### config.mk
export PLATFORM = sky130hd
export DESIGN_NAME = prom_prog
export DESIGN_NICKNAME = d
export VERILOG_FILES = /design/src/core/prom_prog.v
export VERILOG_INCLUDE_DIRS = /design/src /design/src/core
export SDC_FILE = /design/constraint.sdc
export NUM_CORES = 1
export LEC_CHECK = 0
export BUFFER_PORTS_ARGS = -buffer_cell sky130_fd_sc_hd__clkbuf_2
export CORE_MARGIN = 2
export CORE_UTILIZATION = 52
export DETAILED_ROUTE_END_ITERATION = 10
export GPL_TIMING_DRIVEN = 1
export PLACE_DENSITY_LB_ADDON = 0.1
export SYNTH_ARGS = -nofsm -noshare
export SYNTH_HDL_FRONTEND = slang
export SYNTH_SLANG_ARGS = --single-unit
### constraint.sdc
create_clock -name CORE_CLK_I -period 2.4 [get_ports CORE_CLK_I]
set_clock_uncertainty 0.1 [all_clocks]
set_input_delay 0.48 -clock CORE_CLK_I [delete_from_list [all_inputs] [get_ports CORE_CLK_I]]
set_output_delay 0.48 -clock CORE_CLK_I [all_outputs]
set_load 0.03 [all_outputs]
### src/core/prom_prog_defines.vh
// Timing and geometry constants for the fuse memory programmer
`ifndef PROM_PROG_DEFINES_VH
`define PROM_PROG_DEFINES_VH
`define CLK_MHZ            25
`define ADDR_W             12
`define DATA_W             4
`define RAMP_US            2
`define RAMP_CYC           (`RAMP_US * `CLK_MHZ)
`define SETTLE_US          20
`define SETTLE_CYC         (`SETTLE_US * `CLK_MHZ)
`define PULSE_US           200
`define PULSE_CYC          (`PULSE_US * `CLK_MHZ)
`define TOTAL_US           1000
`define VERIFY_CYC         4
`define PULSE_MAX          (`TOTAL_US / `PULSE_US)
`endif

### src/core/prom_prog.v
// Programmer that blows fuses of a 4096 x 4 fuse memory word by word
`timescale 1ns/1ps
`default_nettype none
`include "prom_prog_defines.vh"
module prom_prog (
  input  wire        CORE_CLK_I,
  input  wire        RSTN_I,
  input  wire        START_I,
  input  wire [11:0] WORD_ADDR_I,
  input  wire [3:0]  WORD_ZEROS_I,
  input  wire [3:0]  PROM_DATA_I,
  output reg  [11:0] PROM_ADDR_O,
  output reg  [1:0]  CHIP_SELECT_INPUTS_O,
  output reg  [3:0]  PROM_DATA_O,
  output reg  [3:0]  PROM_DATA_OEN_O,
  output reg         SUPPLY_HIGH_O,
  output reg         SUPPLY_RAMP_O,
  output reg         BUSY_O,
  output reg         DONE_O,
  output reg  [3:0]  REJECT_O
);
  // ==========================================================
  // State encoding
  localparam [7:0] S_IDLE   = 8'h01;
  localparam [7:0] S_RAMPUP = 8'h02;
  localparam [7:0] S_SETTLE = 8'h04;
  localparam [7:0] S_PULSE  = 8'h08;
  localparam [7:0] S_TAIL   = 8'h10;
  localparam [7:0] S_RAMPDN = 8'h20;
  localparam [7:0] S_VERIFY = 8'h40;
  localparam [7:0] S_CHECK  = 8'h80;

  reg [7:0]  state_q;
  reg [15:0] cnt_q;
  reg [1:0]  bit_q;
  reg [3:0]  todo_q;
  reg [3:0]  want_q;
  reg [2:0]  tot0_q;
  reg [2:0]  tot1_q;
  reg [2:0]  tot2_q;
  reg [2:0]  tot3_q;
  reg [3:0]  sample_q;

  // Finds the lowest bit still to pulse at or above a position
  function [2:0] next_bit;
    input [3:0] mask;
    input [1:0] from;
    integer k;
    begin
      next_bit = 3'h4;
      for (k = 3; k >= 0; k = k - 1)
        if (mask[k] && (k >= from))
          next_bit = k[2:0];
    end
  endfunction

  wire [3:0] spent = {tot3_q == `PULSE_MAX, tot2_q == `PULSE_MAX,
                      tot1_q == `PULSE_MAX, tot0_q == `PULSE_MAX};
  wire [3:0] fail  = want_q & sample_q;
  wire [2:0] nb    = next_bit(todo_q & ~(4'h1 << bit_q), bit_q);
  wire [2:0] first = next_bit(todo_q, 2'h0);

  // ==========================================================
  // Sequencer
  always @(posedge CORE_CLK_I or negedge RSTN_I)
  begin
    if (!RSTN_I)
    begin
      state_q              <= S_IDLE;
      cnt_q                <= 16'h0000;
      bit_q                <= 2'h0;
      todo_q               <= 4'h0;
      want_q               <= 4'h0;
      tot0_q               <= 3'h0;
      tot1_q               <= 3'h0;
      tot2_q               <= 3'h0;
      tot3_q               <= 3'h0;
      sample_q             <= 4'hf;
      PROM_ADDR_O          <= 12'h000;
      CHIP_SELECT_INPUTS_O <= 2'h3;
      PROM_DATA_O          <= 4'h0;
      PROM_DATA_OEN_O      <= 4'hf;
      SUPPLY_HIGH_O        <= 1'b0;
      SUPPLY_RAMP_O        <= 1'b0;
      BUSY_O               <= 1'b0;
      DONE_O               <= 1'b0;
      REJECT_O             <= 4'h0;
    end
    else
    begin
      DONE_O <= 1'b0;
      case (state_q)
        S_IDLE:
        begin
          if (START_I)
          begin
            PROM_ADDR_O          <= WORD_ADDR_I;
            want_q               <= WORD_ZEROS_I;
            todo_q               <= WORD_ZEROS_I;
            tot0_q               <= 3'h0;
            tot1_q               <= 3'h0;
            tot2_q               <= 3'h0;
            tot3_q               <= 3'h0;
            REJECT_O             <= 4'h0;
            BUSY_O               <= 1'b1;
            CHIP_SELECT_INPUTS_O <= 2'h3;
            PROM_DATA_OEN_O      <= 4'hf;
            SUPPLY_HIGH_O        <= 1'b1;
            SUPPLY_RAMP_O        <= 1'b1;
            cnt_q                <= 16'h0000;
            state_q              <= S_RAMPUP;
          end
        end
        S_RAMPUP:
        begin
          cnt_q <= cnt_q + 16'h0001;
          if (cnt_q == `RAMP_CYC - 1)
          begin
            SUPPLY_RAMP_O <= 1'b0;
            cnt_q         <= 16'h0000;
            bit_q         <= first[1:0];
            // An empty word skips straight to the tail with no pulse
            state_q       <= (first == 3'h4) ? S_TAIL : S_SETTLE;
          end
        end
        S_SETTLE:
        begin
          cnt_q <= cnt_q + 16'h0001;
          if (cnt_q == `SETTLE_CYC - 1)
          begin
            cnt_q               <= 16'h0000;
            PROM_DATA_O[bit_q]     <= 1'b1;
            PROM_DATA_OEN_O[bit_q] <= 1'b0;
            state_q             <= S_PULSE;
          end
        end
        S_PULSE:
        begin
          cnt_q <= cnt_q + 16'h0001;
          if (cnt_q == `PULSE_CYC - 1)
          begin
            cnt_q           <= 16'h0000;
            PROM_DATA_O     <= 4'h0;
            PROM_DATA_OEN_O <= 4'hf;
            case (bit_q)
              2'h0: tot0_q <= tot0_q + 3'h1;
              2'h1: tot1_q <= tot1_q + 3'h1;
              2'h2: tot2_q <= tot2_q + 3'h1;
              default: tot3_q <= tot3_q + 3'h1;
            endcase
            todo_q[bit_q] <= 1'b0;
            if (nb != 3'h4)
            begin
              bit_q   <= nb[1:0];
              state_q <= S_SETTLE;
            end
            else
              state_q <= S_TAIL;
          end
        end
        S_TAIL:
        begin
          cnt_q <= cnt_q + 16'h0001;
          if (cnt_q == `SETTLE_CYC - 1)
          begin
            cnt_q         <= 16'h0000;
            SUPPLY_HIGH_O <= 1'b0;
            SUPPLY_RAMP_O <= 1'b1;
            state_q       <= S_RAMPDN;
          end
        end
        S_RAMPDN:
        begin
          cnt_q <= cnt_q + 16'h0001;
          if (cnt_q == `RAMP_CYC - 1)
          begin
            cnt_q                <= 16'h0000;
            SUPPLY_RAMP_O        <= 1'b0;
            CHIP_SELECT_INPUTS_O <= 2'h0;
            state_q              <= S_VERIFY;
          end
        end
        S_VERIFY:
        begin
          cnt_q <= cnt_q + 16'h0001;
          if (cnt_q == `VERIFY_CYC - 1)
          begin
            sample_q <= PROM_DATA_I;
            state_q  <= S_CHECK;
          end
        end
        S_CHECK:
        begin
          CHIP_SELECT_INPUTS_O <= 2'h3;
          cnt_q                <= 16'h0000;
          if ((fail & ~spent) != 4'h0)
          begin
            todo_q        <= fail & ~spent;
            SUPPLY_HIGH_O <= 1'b1;
            SUPPLY_RAMP_O <= 1'b1;
            state_q       <= S_RAMPUP;
          end
          else
          begin
            REJECT_O <= fail;
            BUSY_O   <= 1'b0;
            DONE_O   <= 1'b1;
            state_q  <= S_IDLE;
          end
        end
        default:
          state_q <= S_IDLE;
      endcase
    end
  end
endmodule // prom_prog
`default_nettype wire

Word-level counts from Yosys, hierarchy flattened
Cells that the tools add are included.
- bits in registers: 80
- input port bits: 23
- output and inout port bits: 30
- word-level logic and storage cells: 180
- add/subtract/negate cells: 5
- magnitude comparators: 5
- eq/ne operators: 35
- shifts and indexed selects: 1
- multiplexer cells: 71
- bitwise operators: 9
- reduce and logical (&&, ||, !) cells: 35
- operators with widths (operator ; number):
    $pmux 16 s6 ; 1
    $mux 16 ; 4
    $pmux 8 s8 ; 1
    $mux 8 ; 7
    $mux 3 ; 17
    $mux 4 ; 10
    $reduce_and 4->1 ; 8
    $pmux 3 s2 ; 4
    $pmux 4 s3 ; 2
    $ne 2x2->1 const B ; 11
    $and 4x4->4 ; 5
    $add 16x1->16 const B ; 1
    $eq 16x13->1 const B ; 1
    $eq 16x2->1 const B ; 1
    $eq 16x6->1 const B ; 1
    $eq 16x9->1 const B ; 1
    $pmux 4 s2 ; 2
    $eq 3x3->1 const B ; 5
    $add 3x1->3 const B ; 4
    $mux 2 ; 6
    $not 4->4 ; 3
    $reduce_bool 3->1 ; 4
    $mux 5 ; 2
    $mux 1 ; 9
    35 further kinds ; 51

Logic depth before layout (Yosys ltp)
Gate-level depths: netlist of the first run.
- word-level depth: 11
- mapped depth: 10
- gate-level depth less buffers: 8

Worst setup path before layout of the first run
No wires, ideal clock.
- path type: register to register
- start: register state_q[3]
- end: register cnt_q[10]
- setup time: 0.079 ns
- arrival: 2.242 ns
- required time: 2.221 ns
- slack: -0.021 ns
- stages on the path, launching flop included: 10
- path buffers: 3
- period minus slack after synthesis: 2.421 ns
- path through: dfrtp_1 buf_6 or4_4 or4_1 or2_1 nand4_2 buf_6 buf_6 nand3_1 mux2i_1
- word-level cells in the longest chain between the ends: 4
- elaborated cells on any way between the ends: 14
- classes of those cells: eq/ne (9); mux (1); reduce/logical (4)
- ends and longest elaborated chain (what ; RTL line ; source):
    start: declaration ; prom_prog.v:33 ; reg [7:0] state_q;
    start signal: assignment ; prom_prog.v:123 ; state_q <= (first == 3'h4) ? S_TAIL : S_SETTLE;
    $eq 8x6->1, or another cell as far along ; prom_prog.v:92 ; case (state_q)
    $reduce_or 2->1 (no line) ; - ;
    $reduce_bool 6->1 (no line) ; - ;
    $reduce_and 2->1 (no line) ; - ;
    end signal: assignment ; prom_prog.v:116 ; cnt_q <= cnt_q + 16'h0001;
    end signal: assignment ; prom_prog.v:128 ; cnt_q <= cnt_q + 16'h0001;
    end signal: assignment ; prom_prog.v:139 ; cnt_q <= cnt_q + 16'h0001;
    end: declaration ; prom_prog.v:34 ; reg [15:0] cnt_q;
Several ways; a longest one is shown, not always the timed one.
A chain may end at the register's enable or synchronous reset.

Final worst setup path of the first run
- start: register cnt_q[13]
- end: register SUPPLY_HIGH_O
- word-level cells in the longest chain between the ends: 3
- ends and longest elaborated chain (what ; RTL line ; source):
    $eq 16x9->1 ; prom_prog.v:164 ; if (cnt_q == `SETTLE_CYC - 1)
    $ne 2x2->1 (no line) ; - ;
    $reduce_and 4->1 (no line) ; - ;
    end signal: assignment ; prom_prog.v:108 ; SUPPLY_HIGH_O <= 1'b1;
    end signal: assignment ; prom_prog.v:167 ; SUPPLY_HIGH_O <= 1'b0;
    end signal: assignment ; prom_prog.v:199 ; SUPPLY_HIGH_O <= 1'b1;
    end: declaration ; prom_prog.v:16 ; output reg SUPPLY_HIGH_O,
Every way passes these cells.

==> metrics, run 1 <==
CTS tree done; crit end category flop; CP endpoint SUPPLY_HIGH_O; CP cell instances or4_4 -> nor2_1 -> and4_1 -> nand2_1 -> a211o_1 -> mux2_2; Die H 93.6 um; Setup Crit Path Kind reg -> reg; Worst R2R Path Depth 6; leakage ~2.4 nW; Area contributors post-synth dfrtp_1, mux2_2, dfstp_2; 1st-iter DRT viols 151; run status finished clean; first-pass GRT wire length around 16000 um; Final Util 65.2%; Clock Latency Late Sink 0.36 ns; Syn Inst Count between 400 and 500; most frequent cells after synthesis dfrtp_1, nand2_1, o21ai_0, nor2_1, mux2_2; mean area per synthesized cell around 9.6 um2; core footprint between 7000 and 8000 um2; via-per-instance ratio between 5 and 6; area of the multi-input gates just over 2000 um2; Layout Nets 550; Hold WC Path Type in -> reg; Routability Congestion approximately 0.88; Critical R2R Capture SUPPLY_HIGH_O; pin count of the biggest net entering global routing 37; synthesis-to-finish area growth 21.5%; fill count ~660; CP startpoint kind flop; WL per Instance between 15 and 20 um; initial antenna violation count 0; routed vias 3524; Synth area leader dfrtp_1; FMAX around 430 MHz; top-count cell post-synth dfrtp_1; critical path arrival about 2.5 ns; Synth cell types 54; full die area 8750 um2; register area 1990 um2; final slew viol count 0; clk root buf clkbuf_8; register area share after synthesis 47.7%; Post-DP HPWL 6980 um; vias in the first global route ~3400; fin crit period roughly 2.3 ns; Initial DRT Pass Iterations 4; ys async rst share 100%; critical path fanouts, max 3; total setup buffers inserted after CTS 0; setup ws final 0.0783 ns; Place WS between 0.003 and 0.004 ns; Post-synth EDFFs 0; Final setup viols 0; relative slew slack slightly below 70%; grt ovf 0; Clk pin slew, worst setup/hold paths roughly 0.1 ns; ratio of cells with drive above 1 in the final layout about 30%; Max VDD drop between 0.0005 and 0.0006 V; RR Startpoint cnt_q[13]; Hold Vio Cnt, Final 0; # Max-Cap Violations 0; Mapped Area approximately 4200 um2; CP max stage delay between 0.5 and 0.6 ns; remaining antenna violation count after routing 0; final wirelength roughly 9600 um; n_diodes 0; Synth top area share between 40% and 50%; FF+latch count, synth between 70 and 80; Power Dens Cells between 900 and 1000 nW/um2; Longest Clk Path Bufs 2; DRC viols 0; Synth warnings 0; RSZ-0062 raised after global routing yes; Data required, critical path 2.55 ns; final worst path period share a little under 100%; Num CTS Buffers 9; H-tree Lvls 3; Main synth FF type dfrtp_1; setup_tns 0 ns; Port Buf Inserts 52; GRT Util Overall a little under a quarter; # IOs 53; # clock sinks between 70 and 80; FP Rows 32; r2r setup slk 0.08 ns; Worst Setup SP cnt_q[13]; starting density of the core 53.7%; Die W slightly above 90 um; Slew @ Worst Pin between 0.4 and 0.5 ns; Slowest-stage cell, CP or4_4; Post-Syn Nets 467
==> sequential cells by signal (all words and copies together) (netlist names) <==
register,flops
tot3_q,3
CHIP_SELECT_INPUTS_O,1
SUPPLY_RAMP_O,1
BUSY_O,1
PROM_DATA_OEN_O,4
bit_q,2
cnt_q,16
REJECT_O,4
state_q,8
want_q,4
SUPPLY_HIGH_O,1
DONE_O,1
tot2_q,3
tot0_q,3
PROM_DATA_O,4
sample_q,4
PROM_ADDR_O,12
todo_q,4
tot1_q,3
==> cell usage in the layout, fill, tap and decap left out, types with 3 or more instances in the layout <==
master,instances
nand4_1,3
or4_4,3
o21ai_0,29
a21oi_1,28
buf_4,33
a21o_1,6
clkbuf_2,51
nand3_1,17
buf_12,5
and2_1,4
nor2_1,33
o21ai_1,8
mux2i_1,6
nand2b_1,5
nor2b_1,5
a22o_1,8
nand2_1,56
o22ai_1,5
nor3_1,13
dfstp_2,10
ha_1,10
a2bb2oi_1,3
or2_2,3
clkbuf_8,9
nand4b_1,8
inv_1,18
mux2_2,29
dfrtp_1,69
==> timing repair <==
action | 4_1_cts | 5_1_grt
hold endpoints to repair | 29 | 0
setup endpoints to repair | 2 | 34
cloned | 0 | 1
pin swaps | 0 | 4
gates resized for setup | 1 | 12
hold buffers | 1 | 0
==> layer usage <==
layer	global-route usage, %	vias to the layer above	part of all wire [%]
li1	-	1719	-
met1	33.1	1701	48
met2	35.6	93	46
met3	4.92	11	5.3
met4	6.76	0	1.1
met5	0	-	0
==> worst min-delay path by stage <==
stage                       start                  to  slack [ns]  cells past startpoint
3_3_place_gp   PROM_DATA_OEN_O[3]  PROM_DATA_OEN_O[3]        0.36                      2
6_report           WORD_ADDR_I[2]      PROM_ADDR_O[2]        0.24                      2
5_1_grt            WORD_ADDR_I[2]      PROM_ADDR_O[2]        0.24                      2
3_5_place_dp   PROM_DATA_OEN_O[1]  PROM_DATA_OEN_O[1]        0.37                      2
2_1_floorplan              RSTN_I              BUSY_O        0.08                      0
4_1_cts            WORD_ADDR_I[2]      PROM_ADDR_O[2]        0.23                      2
==> power breakdown <==
group	switching, mW	total [mW]	internal, mW
Clock	0.535	1.03	0.495
Combinational	1.10	2.01	0.910
Sequential	0.179	1.75	1.57
Total	1.82	4.80	2.98
==> metrics by stage <==
step,total power [mW],cell area (um2),std cells,hold slack [ns]
final,4.80,5070,624,0.242
after global routing,5.10,5070,624,0.236
after CTS,4.74,5020,623,0.232
after detailed placement,3.70,4800,606,0.370
after global placement,3.64,4800,606,0.365
after floorplan,3.08,4170,434,0.0844
==> final cells by class <==
| class | instances | area share (%) |
|---|---|---|
| Tap cell | 102 | 2.52 |
| Multi-Input combinational cell | 318 | 40.3 |
| Clock buffer | 9 | 2.45 |
| Timing Repair Buffer | 91 | 12.6 |
| Sequential cell | 79 | 39.3 |
| Clock inverter | 7 | 1.58 |
| Inverter | 18 | 1.33 |
==> kinds of logic (layout without fill, tap and decap cells) <==
| family | Yosys count | count (layout) | synth area share (%) |
|---|---|---|---|
| AOI/OAI and AO/OA | 99 | 99 | 14.3 |
| xor gates and xnor gates | 3 | 3 | 0.630 |
| adders and majority gates | 10 | 10 | 3.00 |
| buffers and inverters | 37 | 125 | 4.14 |
| DFF | 79 | 79 | 47.7 |
| muxes | 35 | 35 | 9.27 |
| and+or+nand+nor | 171 | 171 | 20.9 |
==> critical path: cells and delay by family, from the launching register on <==
| kind | cells | cell delay [ns] |
|---|---|---|
| mux | 1 | 0.27 |
| flops | 1 | 0.39 |
| simple gates | 4 | 1.13 |
| compound gates | 1 | 0.33 |
No activity file was read; power rests on OpenSTA's default activity.
==> run 2, diff against run 1 <==
--- a/config.mk
+++ b/config.mk
@@ -8,7 +8,8 @@
 export LEC_CHECK = 0
 export BUFFER_PORTS_ARGS = -buffer_cell sky130_fd_sc_hd__clkbuf_2
 export CORE_MARGIN = 2
-export CORE_UTILIZATION = 52
+export CORE_UTILIZATION = 54
+export CTS_BUF_LIST = sky130_fd_sc_hd__clkbuf_4 sky130_fd_sc_hd__clkbuf_8
 export DETAILED_ROUTE_END_ITERATION = 10
 export GPL_TIMING_DRIVEN = 1
 export PLACE_DENSITY_LB_ADDON = 0.1
==> metrics, run 2 (synthesized netlist as in run 1, its figures left out) <==
run status finished with violations; violated checks negative setup slack; CP startpoint kind flop; Die W 91.9 um (-1.8%); clk root buf clkbuf_8; Num CTS Buffers 9 (unchanged); Slew @ Worst Pin 0.461 ns (+0.00611 ns); Clk pin slew, worst setup/hold paths 0.09 ns (about the same); Initial DRT Pass Iterations 4 (unchanged); Post-DP HPWL 7040 um (+0.89%); grt ovf 0 (unchanged); r2r setup slk -0.01 ns (-0.09 ns); hold_ws 0.246 ns (+0.00427 ns); leakage 2.41 nW (+1.8%); Design Power 4.92 mW (+2.6%); # IOs 53 (unchanged); CTS tree done; Most Crowded Layer GR met2; Slowest-stage cell, CP or4_4; Layout Nets 557 (+1.3%); Hold Vio Cnt, Final 0 (unchanged); synthesis-to-finish area growth 23.5%; Hold WC Path Type in -> reg; crit end category flop; FP Rows 32 (unchanged); H-tree Lvls 3 (unchanged); RSZ-0062 raised after global routing yes; pin count of the biggest net entering global routing 49 (+32%); # clock sinks 79 (unchanged); CP endpoint cnt_q[4]; Power Dens Cells 956 nW/um2 (+0.97%); Worst Setup SP cnt_q[14]; Critical R2R Capture cnt_q[4]; setup ws final -0.0102 ns (-0.0885 ns); Data required, critical path 2.54 ns (about the same); Max VDD drop 0.000660 V (+12%); met3 Track Usage GR 3.94% (-0.97 points); most common cell after layout, fill and taps aside dfrtp_1; fin crit period 2.41 ns (+0.0885 ns); Reg with most FFs cnt_q; critical path arrival 2.55 ns (+0.08 ns); most frequent cells in the layout dfrtp_1, nand2_1, clkbuf_2; CP max stage delay 0.57 ns (about the same); max reg flops 16 (unchanged); core footprint 7610 um2 (-2.1%); final wirelength 10100 um (+5.4%); initial antenna violation count 0 (unchanged); met1 global-route usage 33.1% (about the same); setup_tns -0.0102 ns (-0.0102 ns); n_diodes 0 (unchanged); Final setup viols 1 (+1); routed vias 3605 (+2.3%); dpl cell area 4790 um2 (-0.10%); Clock Latency Late Sink 0.36 ns (about the same); Worst R2R Path Depth 7 (+1); fill count 617 (-6.1%); first-pass GRT wire length 15900 um (-0.21%); 1st-iter DRT viols 203 (+34%); GRT met2 Usage 37.6% (+2.0 points); ratio of cells with drive above 1 in the final layout 31.9% (+1.5 points); Setup Crit Path Kind reg -> reg; WL per Instance 16.0 um (+4.2%); Port Buf Inserts 52 (unchanged); GRT Util Overall 23.9% (+0.73 points); starting density of the core 54.8% (+1.1 points); Longest Clk Path Bufs 2 (unchanged); CP cell instances or4_4 -> nand4b_1 -> o21ai_2 -> nand4_4 -> clkbuf_16 -> a21o_1 -> a22o_1; vias in the first global route 3320 (-0.98%); critical path fanouts, max 7 (+4); remaining antenna violation count after routing 0 (unchanged); post-route cell area 5150 um2 (+1.6%); full die area 8440 um2 (-3.5%); Routability Congestion 0.898 (+2.3%); RR Startpoint cnt_q[14]; final slew viol count 0 (unchanged); final worst path period share 100% (+3.7 points); biggest regs cnt_q x16, PROM_ADDR_O x12, state_q x8; relative slew slack 68.8% (-0.41 points); FMAX 415 MHz (-3.7%); # Max-Cap Violations 0 (unchanged); DRC viols 0 (unchanged); Die H 91.9 um (-1.8%); via-per-instance ratio 5.71 (+1.2%)
-- run 2: cell count changes in the layout (fill, tap and decap cells not counted), sizes merged --
cell,delta
clkbuf,+1
clkinv,-2
buf,+6
inv,+2
-- run 2: cell type report --
class                      count  area (um2)  share of cell area, %
clock buffer                   9         124                   2.41
multi-input combinational    318        2060                   40.0
timing repair buffer          98         696                   13.5
clock inverter                 7        83.8                   1.63
sequential                    79        1990                   38.6
inverter                      18        67.6                   1.31
tap                          102         128                   2.48
-- run 2: stage by stage --
stage / util, % / setup WS, ns / cells
CTS: 65.9 / 0.00502 / 624
detailed placement: 63.0 / -0.0222 / 607
floorplan: - / 0.0141 / 434
finish: 67.7 / -0.0102 / 631
global placement: 63.0 / 0.0330 / 607
global route: 67.7 / -0.0543 / 631
-- run 2: critical path: cells and delay by family, from the launching register on --
kind / cells / cell delay [ns]
and+or+nand+nor: 3 / 1.02
AOI/OAI and AO/OA: 3 / 0.57
DFF: 1 / 0.40
buffers and inverters: 1 / 0.22
-- run 2: report_power, final --
part / internal, mW / switching (mW) / leakage (nW)
Combinational: 0.967 / 1.15 / 1.30
Clock: 0.503 / 0.553 / 0.103
Sequential: 1.57 / 0.175 / 1.01
Total: 3.04 / 1.88 / 2.41
-- run 2: layer usage --
metal	wire length (um)	up-vias
met5	0	-
met4	142	0
met3	509	10
met2	4780	99
met1	4650	1775
li1	-	1721
-- run 2: how the worst min path moves through the flow --
stage | startpoint | endpoint | slack (ns) | cells after the start
5_1_grt | WORD_ADDR_I[10] | PROM_ADDR_O[10] | 0.24 | 2
3_3_place_gp | RSTN_I | state_q[1] | 0.34 | 1
6_report | WORD_ADDR_I[10] | PROM_ADDR_O[10] | 0.25 | 2
3_5_place_dp | RSTN_I | state_q[4] | 0.35 | 1
4_1_cts | WORD_ADDR_I[10] | PROM_ADDR_O[10] | 0.23 | 2
2_1_floorplan | RSTN_I | BUSY_O | 0.08 | 0
-- run 2: repair_timing --
item,4_1_cts,5_1_grt
hold buffers,1,0
pin swaps,0,6
endpoints found under the hold margin,25,0
cloned,0,2
setup endpoints to repair,6,42
setup buffers,0,5
resized for setup,1,14
